===== config.mk =====
export PLATFORM = sky130hd
export DESIGN_NAME = wscr_mover
export DESIGN_NICKNAME = d
export VERILOG_FILES = /design/src/core/wscr_pkg.sv /design/src/core/wscr_dir.sv /design/src/core/wscr_mover.sv
export VERILOG_INCLUDE_DIRS = /design/src /design/src/core
export SDC_FILE = /design/constraint.sdc
export NUM_CORES = 1
export LEC_CHECK = 0
export BUFFER_PORTS_ARGS = -buffer_cell sky130_fd_sc_hd__buf_2
export CORE_MARGIN = 10
export CORE_UTILIZATION = 49
export CTS_CLUSTER_DIAMETER = 40
export DETAILED_ROUTE_END_ITERATION = 12
export PLACE_DENSITY_LB_ADDON = 0.15
export SLEW_MARGIN = 5
export SYNTH_ARGS = -nofsm -noshare
export SYNTH_HDL_FRONTEND = slang
export SYNTH_HIERARCHICAL = 1
export SYNTH_SLANG_ARGS = --single-unit

===== constraint.sdc =====
create_clock -name clk -period 3.1 [get_ports clk]
set_input_delay 0.155 -clock clk [delete_from_list [all_inputs] [get_ports clk]]
set_output_delay 0.155 -clock clk [all_outputs]
set_load 0.005 [all_outputs]

===== src/core/wscr_defs.svh =====
// width and reset constants for the wide residue mover
`ifndef WSCR_DEFS_SVH
`define WSCR_DEFS_SVH
`define WSCR_CNT_W     24
`define WSCR_BYTE_W    8
`define WSCR_WORD_W    16
`define WSCR_FLAG_RST  1'b0
`endif


===== src/core/wscr_pkg.sv =====
// types shared by the wide residue mover
package wscr_pkg;
   // move instruction issued to the block
   typedef struct packed {
      logic        chained_move_op;  // chained versus ordinary move
      logic        initiator;        // role: initiator when set
      logic        data_out;         // phase: data-out when set
      logic [23:0] byte_count;       // memory-side byte count
   } wscr_cmd_t;
   // one byte on the memory side
   typedef struct packed {
      logic       valid;
      logic [7:0] data;
   } wscr_mbyte_t;
   // one word on the scsi side, lane enables per byte
   typedef struct packed {
      logic        valid;
      logic [1:0]  lanes;
      logic [15:0] data;
   } wscr_sword_t;
endpackage : wscr_pkg


===== src/core/wscr_dir.sv =====
// direction decode from phase and role
`timescale 1ns/1ps
module wscr_dir (
   // command fields
   input  wire logic initiator,
   input  wire logic data_out,
   // decoded direction
   output logic      is_receive
);
   // receive: data-in as initiator or data-out as target
   assign is_receive = initiator ^ data_out;
endmodule : wscr_dir


===== src/core/wscr_mover.sv =====
// wide scsi residue mover: odd bytes across normal and chained moves
// How it works
// - data-in initiator or data-out target receives
// - chained receive ending partial sets receive flag
// - partial chained receive keeps high byte, not written
// - chained receive with flag and nonzero count writes held byte first
// - residue byte consumes one count byte
// - chained receive, flag clear: plain move
// - ordinary receive ignores residue register
// - chained send odd end holds low byte
// - ordinary send odd end sends last byte
// - send count counts fetched memory bytes
// - send flag set pairs first byte high
// - send flag set only by chained send
// - send flag clears when paired word is formed
// - receive flag clears at next receive start
`timescale 1ns/1ps
`include "wscr_defs.svh"
module wscr_mover (
   // clock and reset
   input  wire logic                clk,
   input  wire logic                rstn,
   // command start, one cycle pulse
   input  wire logic                start,
   input  wscr_pkg::wscr_cmd_t      cmd,
   // flag clears from software or program
   input  wire logic                clr_recv_flag,
   input  wire logic                clr_send_flag,
   // scsi side inbound word (receive)
   input  wscr_pkg::wscr_sword_t    scsi_in,
   output logic                     scsi_in_ready,
   // scsi side outbound word (send)
   output wscr_pkg::wscr_sword_t    scsi_out,
   input  wire logic                scsi_out_ready,
   // memory side inbound byte (send)
   input  wscr_pkg::wscr_mbyte_t    mem_in,
   output logic                     mem_in_ready,
   // memory side outbound byte (receive)
   output wscr_pkg::wscr_mbyte_t    mem_out,
   input  wire logic                mem_out_ready,
   // status
   output logic                     busy,
   output logic                     done,
   output logic                     wide_receive_residue_flag,
   output logic                     wide_send_residue_flag,
   output logic [7:0]               receive_residue_byte_reg,
   output logic [15:0]              output_data_latch
);
   import wscr_pkg::*;

   typedef enum logic [2:0] {S_IDLE, S_RX, S_RX_HI, S_TX, S_DONE} wscr_state_t;

   // synchronised reset
   logic rst_s1_ff, rst_s2_ff;
   always_ff @(posedge clk or negedge rstn) begin
      if (!rstn) begin
         rst_s1_ff <= 1'b0;
         rst_s2_ff <= 1'b0;
      end else begin
         rst_s1_ff <= 1'b1;
         rst_s2_ff <= rst_s1_ff;
      end
   end
   wire rst_n = rst_s2_ff;

   // scsi word input comes from another domain: two stages before use
   wscr_sword_t si_s1_ff, si_s2_ff;
   logic        si_v3_ff;  // valid seen a cycle earlier, so the data bits have settled
   always_ff @(posedge clk or negedge rstn) begin
      if (!rstn) begin
         si_s1_ff <= '0;
         si_s2_ff <= '0;
         si_v3_ff <= 1'b0;
      end else begin
         si_s1_ff <= scsi_in;
         si_s2_ff <= si_s1_ff;
         si_v3_ff <= si_s2_ff.valid;
      end
   end

   // state and working registers
   wscr_state_t            state_ff, nxt_state;
   logic [`WSCR_CNT_W-1:0] cnt_ff;        // memory bytes left
   logic                   chain_ff;      // current move is chained
   logic                   rx_ff;         // current move receives
   logic [7:0]             hi_ff;         // pending high byte on receive
   logic                   seen_ff;       // word already consumed (edge guard)
   logic                   lo_have_ff;    // low byte gathered on send
   logic [7:0]             lo_ff;         // low byte waiting for its partner
   logic                   hi_lane_ff;    // taken word carries a high byte

   logic is_rx;
   wscr_dir u_dir (
      .initiator  (cmd.initiator),
      .data_out   (cmd.data_out),
      .is_receive (is_rx)
   );

   // handshake terms
   wire cnt_one   = (cnt_ff == `WSCR_CNT_W'(1));
   wire cnt_zero  = (cnt_ff == '0);
   wire mo_fire   = mem_out.valid && mem_out_ready;
   wire mi_fire   = mem_in.valid && mem_in_ready;
   wire so_fire   = scsi_out.valid && scsi_out_ready;
   // a word is taken only with the memory slot free and bytes still owed
   wire rx_take   = (state_ff == S_RX) && si_s2_ff.valid && si_v3_ff && !seen_ff
                    && !mem_out.valid && !cnt_zero;
   // chained receive with flag set delivers residue first
   // a zero-count move has no room for the residue; its start clears the flag, so the residue is dropped
   wire rx_lead   = start && is_rx && cmd.chained_move_op && wide_receive_residue_flag
                    && (cmd.byte_count != '0);
   // high byte of the taken word, once its low byte is written
   wire hi_due    = (state_ff == S_RX_HI) && mo_fire && hi_lane_ff;
   wire hi_send   = hi_due && !cnt_one;
   wire hi_keep   = hi_due && cnt_one && chain_ff;
   // send flag pairs first fetched byte as high byte
   wire tx_pair   = (state_ff == S_TX) && wide_send_residue_flag && !lo_have_ff;

   // state sequencing
   always_comb begin
      nxt_state = state_ff;
      unique case (state_ff)
         S_IDLE:  if (start) nxt_state = (cmd.byte_count == '0) ? S_DONE : (is_rx ? S_RX : S_TX);
         S_RX: begin
            // a taken word waits in the high-byte phase for its low byte
            if (rx_take)                         nxt_state = S_RX_HI;
            else if (cnt_zero && !mem_out.valid) nxt_state = S_DONE;
         end
         S_RX_HI: if (mo_fire) nxt_state = cnt_one ? S_DONE : S_RX;
         S_TX:    if (cnt_zero && !scsi_out.valid) nxt_state = S_DONE;
         S_DONE:  nxt_state = S_IDLE;
      endcase
   end

   always_ff @(posedge clk or negedge rst_n) begin
      if (!rst_n) state_ff <= S_IDLE;
      else        state_ff <= nxt_state;
   end

   // command capture and memory-side byte count
   always_ff @(posedge clk or negedge rst_n) begin
      if (!rst_n) begin
         cnt_ff   <= '0;
         chain_ff <= 1'b0;
         rx_ff    <= 1'b0;
      end else if (start && state_ff == S_IDLE) begin
         // residue byte counted against the move
         // send count is memory bytes fetched
         cnt_ff   <= cmd.byte_count;
         chain_ff <= cmd.chained_move_op;
         rx_ff    <= is_rx;
      end else if (mo_fire || mi_fire) begin
         cnt_ff   <= cnt_ff - `WSCR_CNT_W'(1);
      end
   end

   // receive: memory byte output, high byte queued behind low
   always_ff @(posedge clk or negedge rst_n) begin
      if (!rst_n) begin
         mem_out    <= '0;
         hi_ff      <= '0;
         hi_lane_ff <= 1'b0;
         seen_ff    <= 1'b0;
      end else begin
         // guard drops once the peer has let the word go
         if (!si_s2_ff.valid) seen_ff <= 1'b0;
         if (mo_fire) mem_out.valid <= 1'b0;
         if (state_ff == S_IDLE && rx_lead) begin
            // residue first; ordinary moves skip this
            mem_out.valid <= 1'b1;
            mem_out.data  <= receive_residue_byte_reg;
         end else if (rx_take) begin
            seen_ff       <= 1'b1;
            mem_out.valid <= 1'b1;
            mem_out.data  <= si_s2_ff.data[7:0];
            hi_ff         <= si_s2_ff.data[15:8];
            hi_lane_ff    <= si_s2_ff.lanes[1];
         end else if (hi_send) begin
            // high byte follows while the count still owes bytes
            mem_out.valid <= 1'b1;
            mem_out.data  <= hi_ff;
         end
      end
   end

   // receive residue flag and byte
   always_ff @(posedge clk or negedge rst_n) begin
      if (!rst_n) begin
         wide_receive_residue_flag <= `WSCR_FLAG_RST;
         receive_residue_byte_reg  <= '0;
      end else if (hi_keep) begin
         // partial end of chained receive sets flag
         // high byte held, not written to memory until the next chained receive
         wide_receive_residue_flag <= 1'b1;
         receive_residue_byte_reg  <= hi_ff;
      end else if ((start && state_ff == S_IDLE && is_rx) || clr_recv_flag) begin
         // next receive start or software clears
         // flag clear leaves the move plain
         wide_receive_residue_flag <= 1'b0;
      end
   end

   // send: gather bytes into words toward the bus
   always_ff @(posedge clk or negedge rst_n) begin
      if (!rst_n) begin
         scsi_out   <= '0;
         lo_have_ff <= 1'b0;
         lo_ff      <= '0;
      end else begin
         if (so_fire) scsi_out.valid <= 1'b0;
         if (mi_fire && tx_pair) begin
            // held low byte married with first byte
            scsi_out <= '{valid: 1'b1, lanes: 2'b11, data: {mem_in.data, output_data_latch[7:0]}};
         end else if (mi_fire && !lo_have_ff && cnt_one && !chain_ff) begin
            // ordinary send drives lone last byte
            scsi_out   <= '{valid: 1'b1, lanes: 2'b01, data: {8'h00, mem_in.data}};
         end else if (mi_fire && !lo_have_ff && !(cnt_one && chain_ff)) begin
            lo_have_ff <= 1'b1;
            lo_ff      <= mem_in.data;
         end else if (mi_fire && lo_have_ff) begin
            lo_have_ff <= 1'b0;
            scsi_out   <= '{valid: 1'b1, lanes: 2'b11, data: {mem_in.data, lo_ff}};
         end
      end
   end

   // memory input accepted only while the outbound word slot is free
   // combinational so a byte can be taken the cycle the slot frees
   assign mem_in_ready = (state_ff == S_TX) && !cnt_zero && !scsi_out.valid;

   // send residue flag and output data latch
   wire tx_hold = (state_ff == S_TX) && mi_fire && !lo_have_ff && !tx_pair && cnt_one && chain_ff;
   always_ff @(posedge clk or negedge rst_n) begin
      if (!rst_n) begin
         wide_send_residue_flag <= `WSCR_FLAG_RST;
         output_data_latch      <= '0;
      end else if (tx_hold) begin
         // chained send keeps last low byte
         // only a chained send sets flag
         wide_send_residue_flag <= 1'b1;
         output_data_latch      <= {8'h00, mem_in.data};
      end else if ((mi_fire && tx_pair) || clr_send_flag) begin
         // cleared once married word is formed
         wide_send_residue_flag <= 1'b0;
      end
   end

   // receive input ready and status
   always_ff @(posedge clk or negedge rst_n) begin
      if (!rst_n) begin
         scsi_in_ready <= 1'b0;
         busy          <= 1'b0;
         done          <= 1'b0;
      end else begin
         scsi_in_ready <= rx_take;
         busy          <= (nxt_state != S_IDLE);
         done          <= (nxt_state == S_DONE);
      end
   end
   // flags are plain outputs readable at any time
endmodule : wscr_mover


==> results of run 1 <==
==> report_power, final <==
| part | leakage (uW) | total [uW] | internal, uW | switching, uW |
|---|---|---|---|---|
| clock | 0.000282 | 1990 | 1220 | 774 |
| combinational | 0.00160 | 1570 | 760 | 813 |
| sequential | 0.00165 | 2710 | 2260 | 444 |
==> cell type report <==
type | count | area share
Clock buffer | 20 | 0.0588
Sequential cell | 135 | 0.445
Tap cell | 143 | 0.0235
Timing Repair Buffer | 168 | 0.145
Clock inverter | 12 | 0.0186
Multi-Input combinational cell | 351 | 0.303
Inverter | 13 | 0.00642
==> synth_stat cells (2+ instances only) <==
library cell,n,area share
dfrtp_1,135,0.58
nand2_1,77,0.049
o21ai_0,35,0.030
nor2_1,26,0.017
mux2_2,25,0.048
a21oi_1,16,0.014
clkbuf_1,14,0.0090
inv_1,13,0.0083
xnor2_1,13,0.019
nor4_1,11,0.012
xor2_1,11,0.016
nor3_1,10,0.0085
a22oi_1,9,0.012
a221o_1,8,0.014
buf_2,8,0.0068
buf_4,8,0.010
a22o_1,7,0.010
and2_1,7,0.0075
nand2b_1,6,0.0064
nand4_1,5,0.0053
a2bb2oi_1,4,0.0060
o2111ai_1,4,0.0060
o211ai_1,4,0.0051
a2111oi_0,3,0.0045
a211oi_1,3,0.0038
a221oi_1,3,0.0045
nand3_1,3,0.0026
o21a_1,3,0.0038
or4_1,3,0.0038
and4_1,2,0.0030
conb_1,2,0.0013
ha_1,2,0.0043
nand3b_1,2,0.0026
nand4b_1,2,0.0030
nor2_2,2,0.0021
nor3b_1,2,0.0026
or3_1,2,0.0021
==> cell families (layout without fill, tap and decap cells) <==
| kind of cell | count (synthesis) | after routing |
|---|---|---|
| DFF | 135 | 135 |
| other | 2 | 9 |
| adders and majority gates | 2 | 2 |
| buffers and inverters | 44 | 213 |
| xor gates and xnor gates | 24 | 24 |
| AOI/OAI and AO/OA | 115 | 115 |
| and+or+nand+nor | 176 | 176 |
| muxes | 25 | 25 |
==> stage by stage <==
stage	hold slack, ps	std cells	total power (uW)	util	area, sq um
floorplan	-141	530	3660	-	5890
global placement	263	765	4190	0.567	6560
detailed placement	264	765	4260	0.567	6560
CTS	2.71	842	6310	0.657	7600
global route	18.5	842	6670	0.657	7600
finish	7.61	842	6270	0.657	7600
==> path summary, 6_finish.rpt <==
path	end	slack, ps
worst max-delay path	scsi_out[6]	440
worst min-delay path	cnt_ff[19]	8
worst max register to register	scsi_out[6]	440
worst min register to register	si_s2_ff[8]	350
max in group asynchronous	lo_ff[3]	1930
min in group asynchronous	si_s1_ff[10]	370
==> worst reg2reg max path: stages (launching register included) <==
cell      delay (ps)
dfrtp_1          430
nor4_1           520
nand4b_1         330
o21a_1           420
and2_1           350
a22o_1           230
a221o_1          260
==> routing by layer <==
layer  GRT usage  share of wire  vias to the layer above  wire, um
met5           0              0                        -         0
met4      0.0582          0.014                        0       211
met3      0.0644          0.073                       16      1100
met2       0.304           0.49                      136      7400
met1       0.228           0.42                     2244      6400
li1            -              -                     2184         -
==> cells in the final DEF (no fill, tap or decap), types with 4 or more instances in the layout <==
cell           synthesis  final
xnor2_1               13     13
nand2b_1               6      6
nor3_1                10     10
dlygate4sd3_1          0     45
nand2_1               77     77
a2bb2oi_1              4      4
nor2_1                26     26
nand4_1                5      5
and2_1                 7      7
clkbuf_16              0     17
buf_2                  8    110
a22o_1                 7      7
dfrtp_1              135    134
a21oi_1               16     16
xor2_1                11     11
buf_4                  8     13
a221o_1                8      8
o21ai_0               35     35
a22oi_1                9      9
conb_1                 2      9
nor4_1                11     11
inv_1                 13     13
inv_6                  0      4
o211ai_1               4      4
o2111ai_1              4      4
mux2_2                25     25
==> repair_timing <==
action                                 in CTS  in global routing
endpoints found under the hold margin      83                  0
setup buffers                               0                  0
gates resized for setup                     0                  0
setup endpoints to repair                   0                  0
hold buffers                               45                  0
==> results.json, run 1 <==
{
  "holdPathStages": 3,
  "status": "completed",
  "grt_max_degree": 60,
  "ant_nets": 0,
  "regMostFlops": "cnt_ff",
  "crit_path_max_incr_delay_ps": 520,
  "crit_path_start": "cnt_ff[16]",
  "multi_input_area_sq_mm": 0.00230,
  "ioPinCount": 120,
  "syn_area_sq_mm": 0.00586,
  "fmax_mhz": 375,
  "dpl.hpwl_mm": 10.6,
  "drt-total-wl_mm": 15.1,
  "synth_enable_flop_cells": 0,
  "drive_gt1_frac": 0.286,
  "syn_to_final_growth_pct": 29.7,
  "clk_pin_slew_ps": 60,
  "grt_pass1_vias": 4894,
  "synth-xor-area-share": 0.0359,
  "clk_latency_ps": 420,
  "port_buffers": 110,
  "vias": 4580,
  "synth_ff_type": "dfrtp_1",
  "critical_path_buf_inv_count": 0,
  "synth_seq_area_share": 0.576,
  "period_share": 0.860,
  "peakVddDrop_mv": 0.568,
  "syn-mean-instance-area_sq_um": 11.2,
  "r2r_cells": 6,
  "slew_viol_final": 0,
  "avgRoutedWirePerCell_um": 17.9,
  "drtPass1Iterations": 4,
  "worstPathArrival_ps": 2960,
  "pre_cts_slack_ps": 519,
  "n_antenna_cell": 0,
  "viasPerCell": 5.44,
  "root_buffer": "clkbuf_16",
  "leakagePower_uw": 0.00354,
  "reg2reg_from": "cnt_ff[16]",
  "rows": 39,
  "hold_viol": 0,
  "maxCapViolCount": 0,
  "reg_top3": "cnt_ff (24), scsi_out (19)",
  "antenna_found_initial": 0,
  "register_area_sq_mm": 0.00338,
  "drc_errors": 0,
  "synth_seq_cells": 135,
  "chipWidth_um": 129,
  "yosys_warnings": 6,
  "rsz0062_at_grt": "no",
  "slew_headroom": 0.454,
  "crit_type": "reg2reg",
  "cpLargestDelayFamily": "simple AND/OR/NAND/NOR gates",
  "dieArea_sq_mm": 0.0167,
  "synth-simple-area-share": 0.157,
  "tns_ps": 0,
  "required_ps": 3400,
  "worst_setup_path_end_kind": "register",
  "hold_path_class": "in2reg",
  "grt_usage": 0.186,
  "synth_cells": 523,
  "max-clock-path-buffers": 2,
  "cts.sink_count": 135,
  "nets": 750,
  "synth-compound-area-share": 0.140,
  "coreArea_sq_mm": 0.0116,
  "setup_viol": 0,
  "numCtsBuffers": 17,
  "worst_pin_slew_ps": 819,
  "drtIter0Drc": 299,
  "cts_htree_levels": 4,
  "nFillCells": 920,
  "setup_ws_ps": 435,
  "path_cells": "nor4_1 -> nand4b_1 -> o21a_1 -> and2_1 -> a22o_1 -> a221o_1",
  "overflow": 0,
  "muxShareOfSynthArea": 0.0480,
  "hold_start": "cmd[19]",
  "cp_num_cells": 6,
  "fin_skew_ps": 8.44,
  "min_period_ps": 2660,
  "synth_top_family_by_area": "simple AND/OR/NAND/NOR gates",
  "yosys.area_share.adder": 0.00427,
  "grt_pass1_wl_mm": 24.6,
  "powerDensity_mw_per_mm2": 825,
  "path_max_fanout": 11,
  "cts_tree": "built",
  "place.gp.congestion": 0.928,
  "fp.dieH_um": 129,
  "crit_path_start_kind": "register",
  "largest_reg_flops": 24,
  "slowest_stage": "nor4_1",
  "synth_cell_type_count": 70,
  "initial_core_util": 0.507,
  "async_reset_ff_frac": 1.00
}
Power figures use the tool's default switching activity.
==> run 2: changes to the inputs <==
- CORE_UTILIZATION: 49 -> 55
- clock period: 3.1 -> 2.89 ns (I/O delays scaled with it)
==> results.json, run 2 (synthesized netlist as in run 1, its figures left out) <==
{
  "vias": 4768,
  "worstPathArrival_ps": 3130,
  "regToRegEndpoint": "scsi_out[2]",
  "p_sw_frac": 0.322,
  "antenna_found_initial": 0,
  "holdPathStages": 4,
  "dpl.hpwl_mm": 10.9,
  "place.gp.congestion": 0.884,
  "worst_setup_path_end_kind": "register",
  "grt_pass1_wl_mm": 25.7,
  "worst_pin_slew_ps": 826,
  "coreArea_sq_mm": 0.0104,
  "reg2reg_from": "cnt_ff[16]",
  "required_ps": 3320,
  "initial_core_util": 0.565,
  "final_area_sq_mm": 0.00773,
  "drive_gt1_frac": 0.281,
  "cts.sink_count": 135,
  "fmax_mhz": 370,
  "ant_nets": 0,
  "syn_to_final_growth_pct": 31.9,
  "grt_max_degree": 64,
  "powerDensity_mw_per_mm2": 882,
  "leakagePower_uw": 0.00360,
  "min_period_ps": 2700,
  "clk_pin_slew_ps": 60,
  "max-clock-path-buffers": 2,
  "fp.dieH_um": 123,
  "crit_type": "reg2reg",
  "tns_ps": 0,
  "cpLargestDelayFamily": "simple AND/OR/NAND/NOR gates",
  "maxCapViolCount": 0,
  "drt-total-wl_mm": 16.0,
  "pwr-share-clk": 0.313,
  "reg_top3": "cnt_ff (24), scsi_out (19)",
  "nets": 764,
  "p_comb_frac": 0.263,
  "rsz0062_at_grt": "no",
  "final_cell_mix": "134 x dfrtp_1, 110 x buf_2, 77 x nand2_1, 56 x dlygate4sd3_1, 35 x o21ai_0",
  "cts_htree_levels": 4,
  "clk_latency_ps": 540,
  "intPower_uw": 4620,
  "crit_path_start_kind": "register",
  "p_seq_frac": 0.424,
  "slowest_stage": "nor4_1",
  "crit_path_max_incr_delay_ps": 580,
  "grt_usage": 0.219,
  "path_max_fanout": 11,
  "path_cells": "nor4_1 -> nand4b_1 -> o21a_1 -> and2_1 -> a22o_1 -> a221o_1",
  "peakVddDrop_mv": 0.583,
  "drtIter0Drc": 325,
  "drc_errors": 0,
  "rows": 37,
  "numCtsBuffers": 17,
  "hold_path_end": "wide_receive_residue_flag",
  "root_buffer": "clkbuf_8",
  "placed_cell_area_sq_mm": 0.00659,
  "cts_tree": "built",
  "chipWidth_um": 123,
  "slew_headroom": 0.449,
  "drtPass1Iterations": 5,
  "power.switching_uw": 2190,
  "port_buffers": 110,
  "hold_viol": 0,
  "setup_viol": 0,
  "period_share": 0.935,
  "largest_reg_flops": 24,
  "final_common_cell": "dfrtp_1",
  "avgRoutedWirePerCell_um": 18.9,
  "viasPerCell": 5.62,
  "status": "completed",
  "hold_path_class": "in2reg",
  "dieArea_sq_mm": 0.0152,
  "hold_start": "cmd[25]",
  "ioPinCount": 120,
  "regMostFlops": "cnt_ff",
  "fin_skew_ps": 7.75,
  "r2r_cells": 6,
  "reg2reg_slack_ps": 190,
  "overflow": 0,
  "nFillCells": 736,
  "slew_viol_final": 0,
  "grt_pass1_vias": 5008,
  "critical_path_buf_inv_count": 0
}
==> run 2: through the flow <==
step	util	hold slack (ps)	setup WS, ps	std cells	power (uW)
2_1_floorplan	-	-151	507	530	3930
3_3_place_gp	0.635	253	331	761	4520
3_5_place_dp	0.635	254	288	761	4620
4_1_cts	0.745	26.9	216	847	6840
5_1_grt	0.745	34.9	88.0	847	7190
6_report	0.745	36.5	188	849	6820
==> run 2: tightest hold or removal path, stage by stage <==
cell and delay, ps:
buf_2 80, xor2_1 100, nand2_1 70, a31o_2 140
==> run 2: timing repair <==
item,4_1_cts,5_1_grt
setup buffers,0,0
hold buffers,56,0
hold endpoints to repair,118,0
endpoints found under the setup margin,0,0
gates resized for setup,0,0
==> run 2: worst max-delay path by stage <==
stage	slack (ps)	startpoint	depth (start not counted)	to
after floorplan	510	cnt_ff[0]	9	scsi_out[1]
after global placement	330	cnt_ff[16]	6	scsi_out[4]
after detailed placement	290	cnt_ff[0]	8	scsi_out[2]
after CTS	220	cnt_ff[0]	7	mem_in_ready
after global routing	90	cnt_ff[16]	6	scsi_out[6]
final	190	cnt_ff[16]	6	scsi_out[2]
==> run 2: cell type report <==
type	instances	area, sq um	area share
flip-flops and latches	135	3380	0.438
clock inverters	8	125	0.0162
diodes	2	5.00	0.000647
clock buffers	22	453	0.0586
multi-input cells	351	2300	0.298
well taps	136	170	0.0220
inverters	13	48.8	0.00631
repair buffers	182	1240	0.161
==> run 2: per-layer routing <==
layer	part of all wire	wire, um	GRT usage	vias to the layer above
met4	0.022	355	0.0837	0
met1	0.39	6340	0.250	2372
li1	-	-	-	2208
met2	0.52	8340	0.372	154
met3	0.063	1020	0.0761	34
met5	0	0	0	-
==> run 2: power groups by stage <==
stage / Clock, uW / Combinational, uW / Sequential, uW
finish: 2130 / 1790 / 2890
global route: 2250 / 1990 / 2950
CTS: 2160 / 1800 / 2880
detailed placement: 0 / 1730 / 2890
global placement: 0 / 1660 / 2860
floorplan: 0 / 1120 / 2810
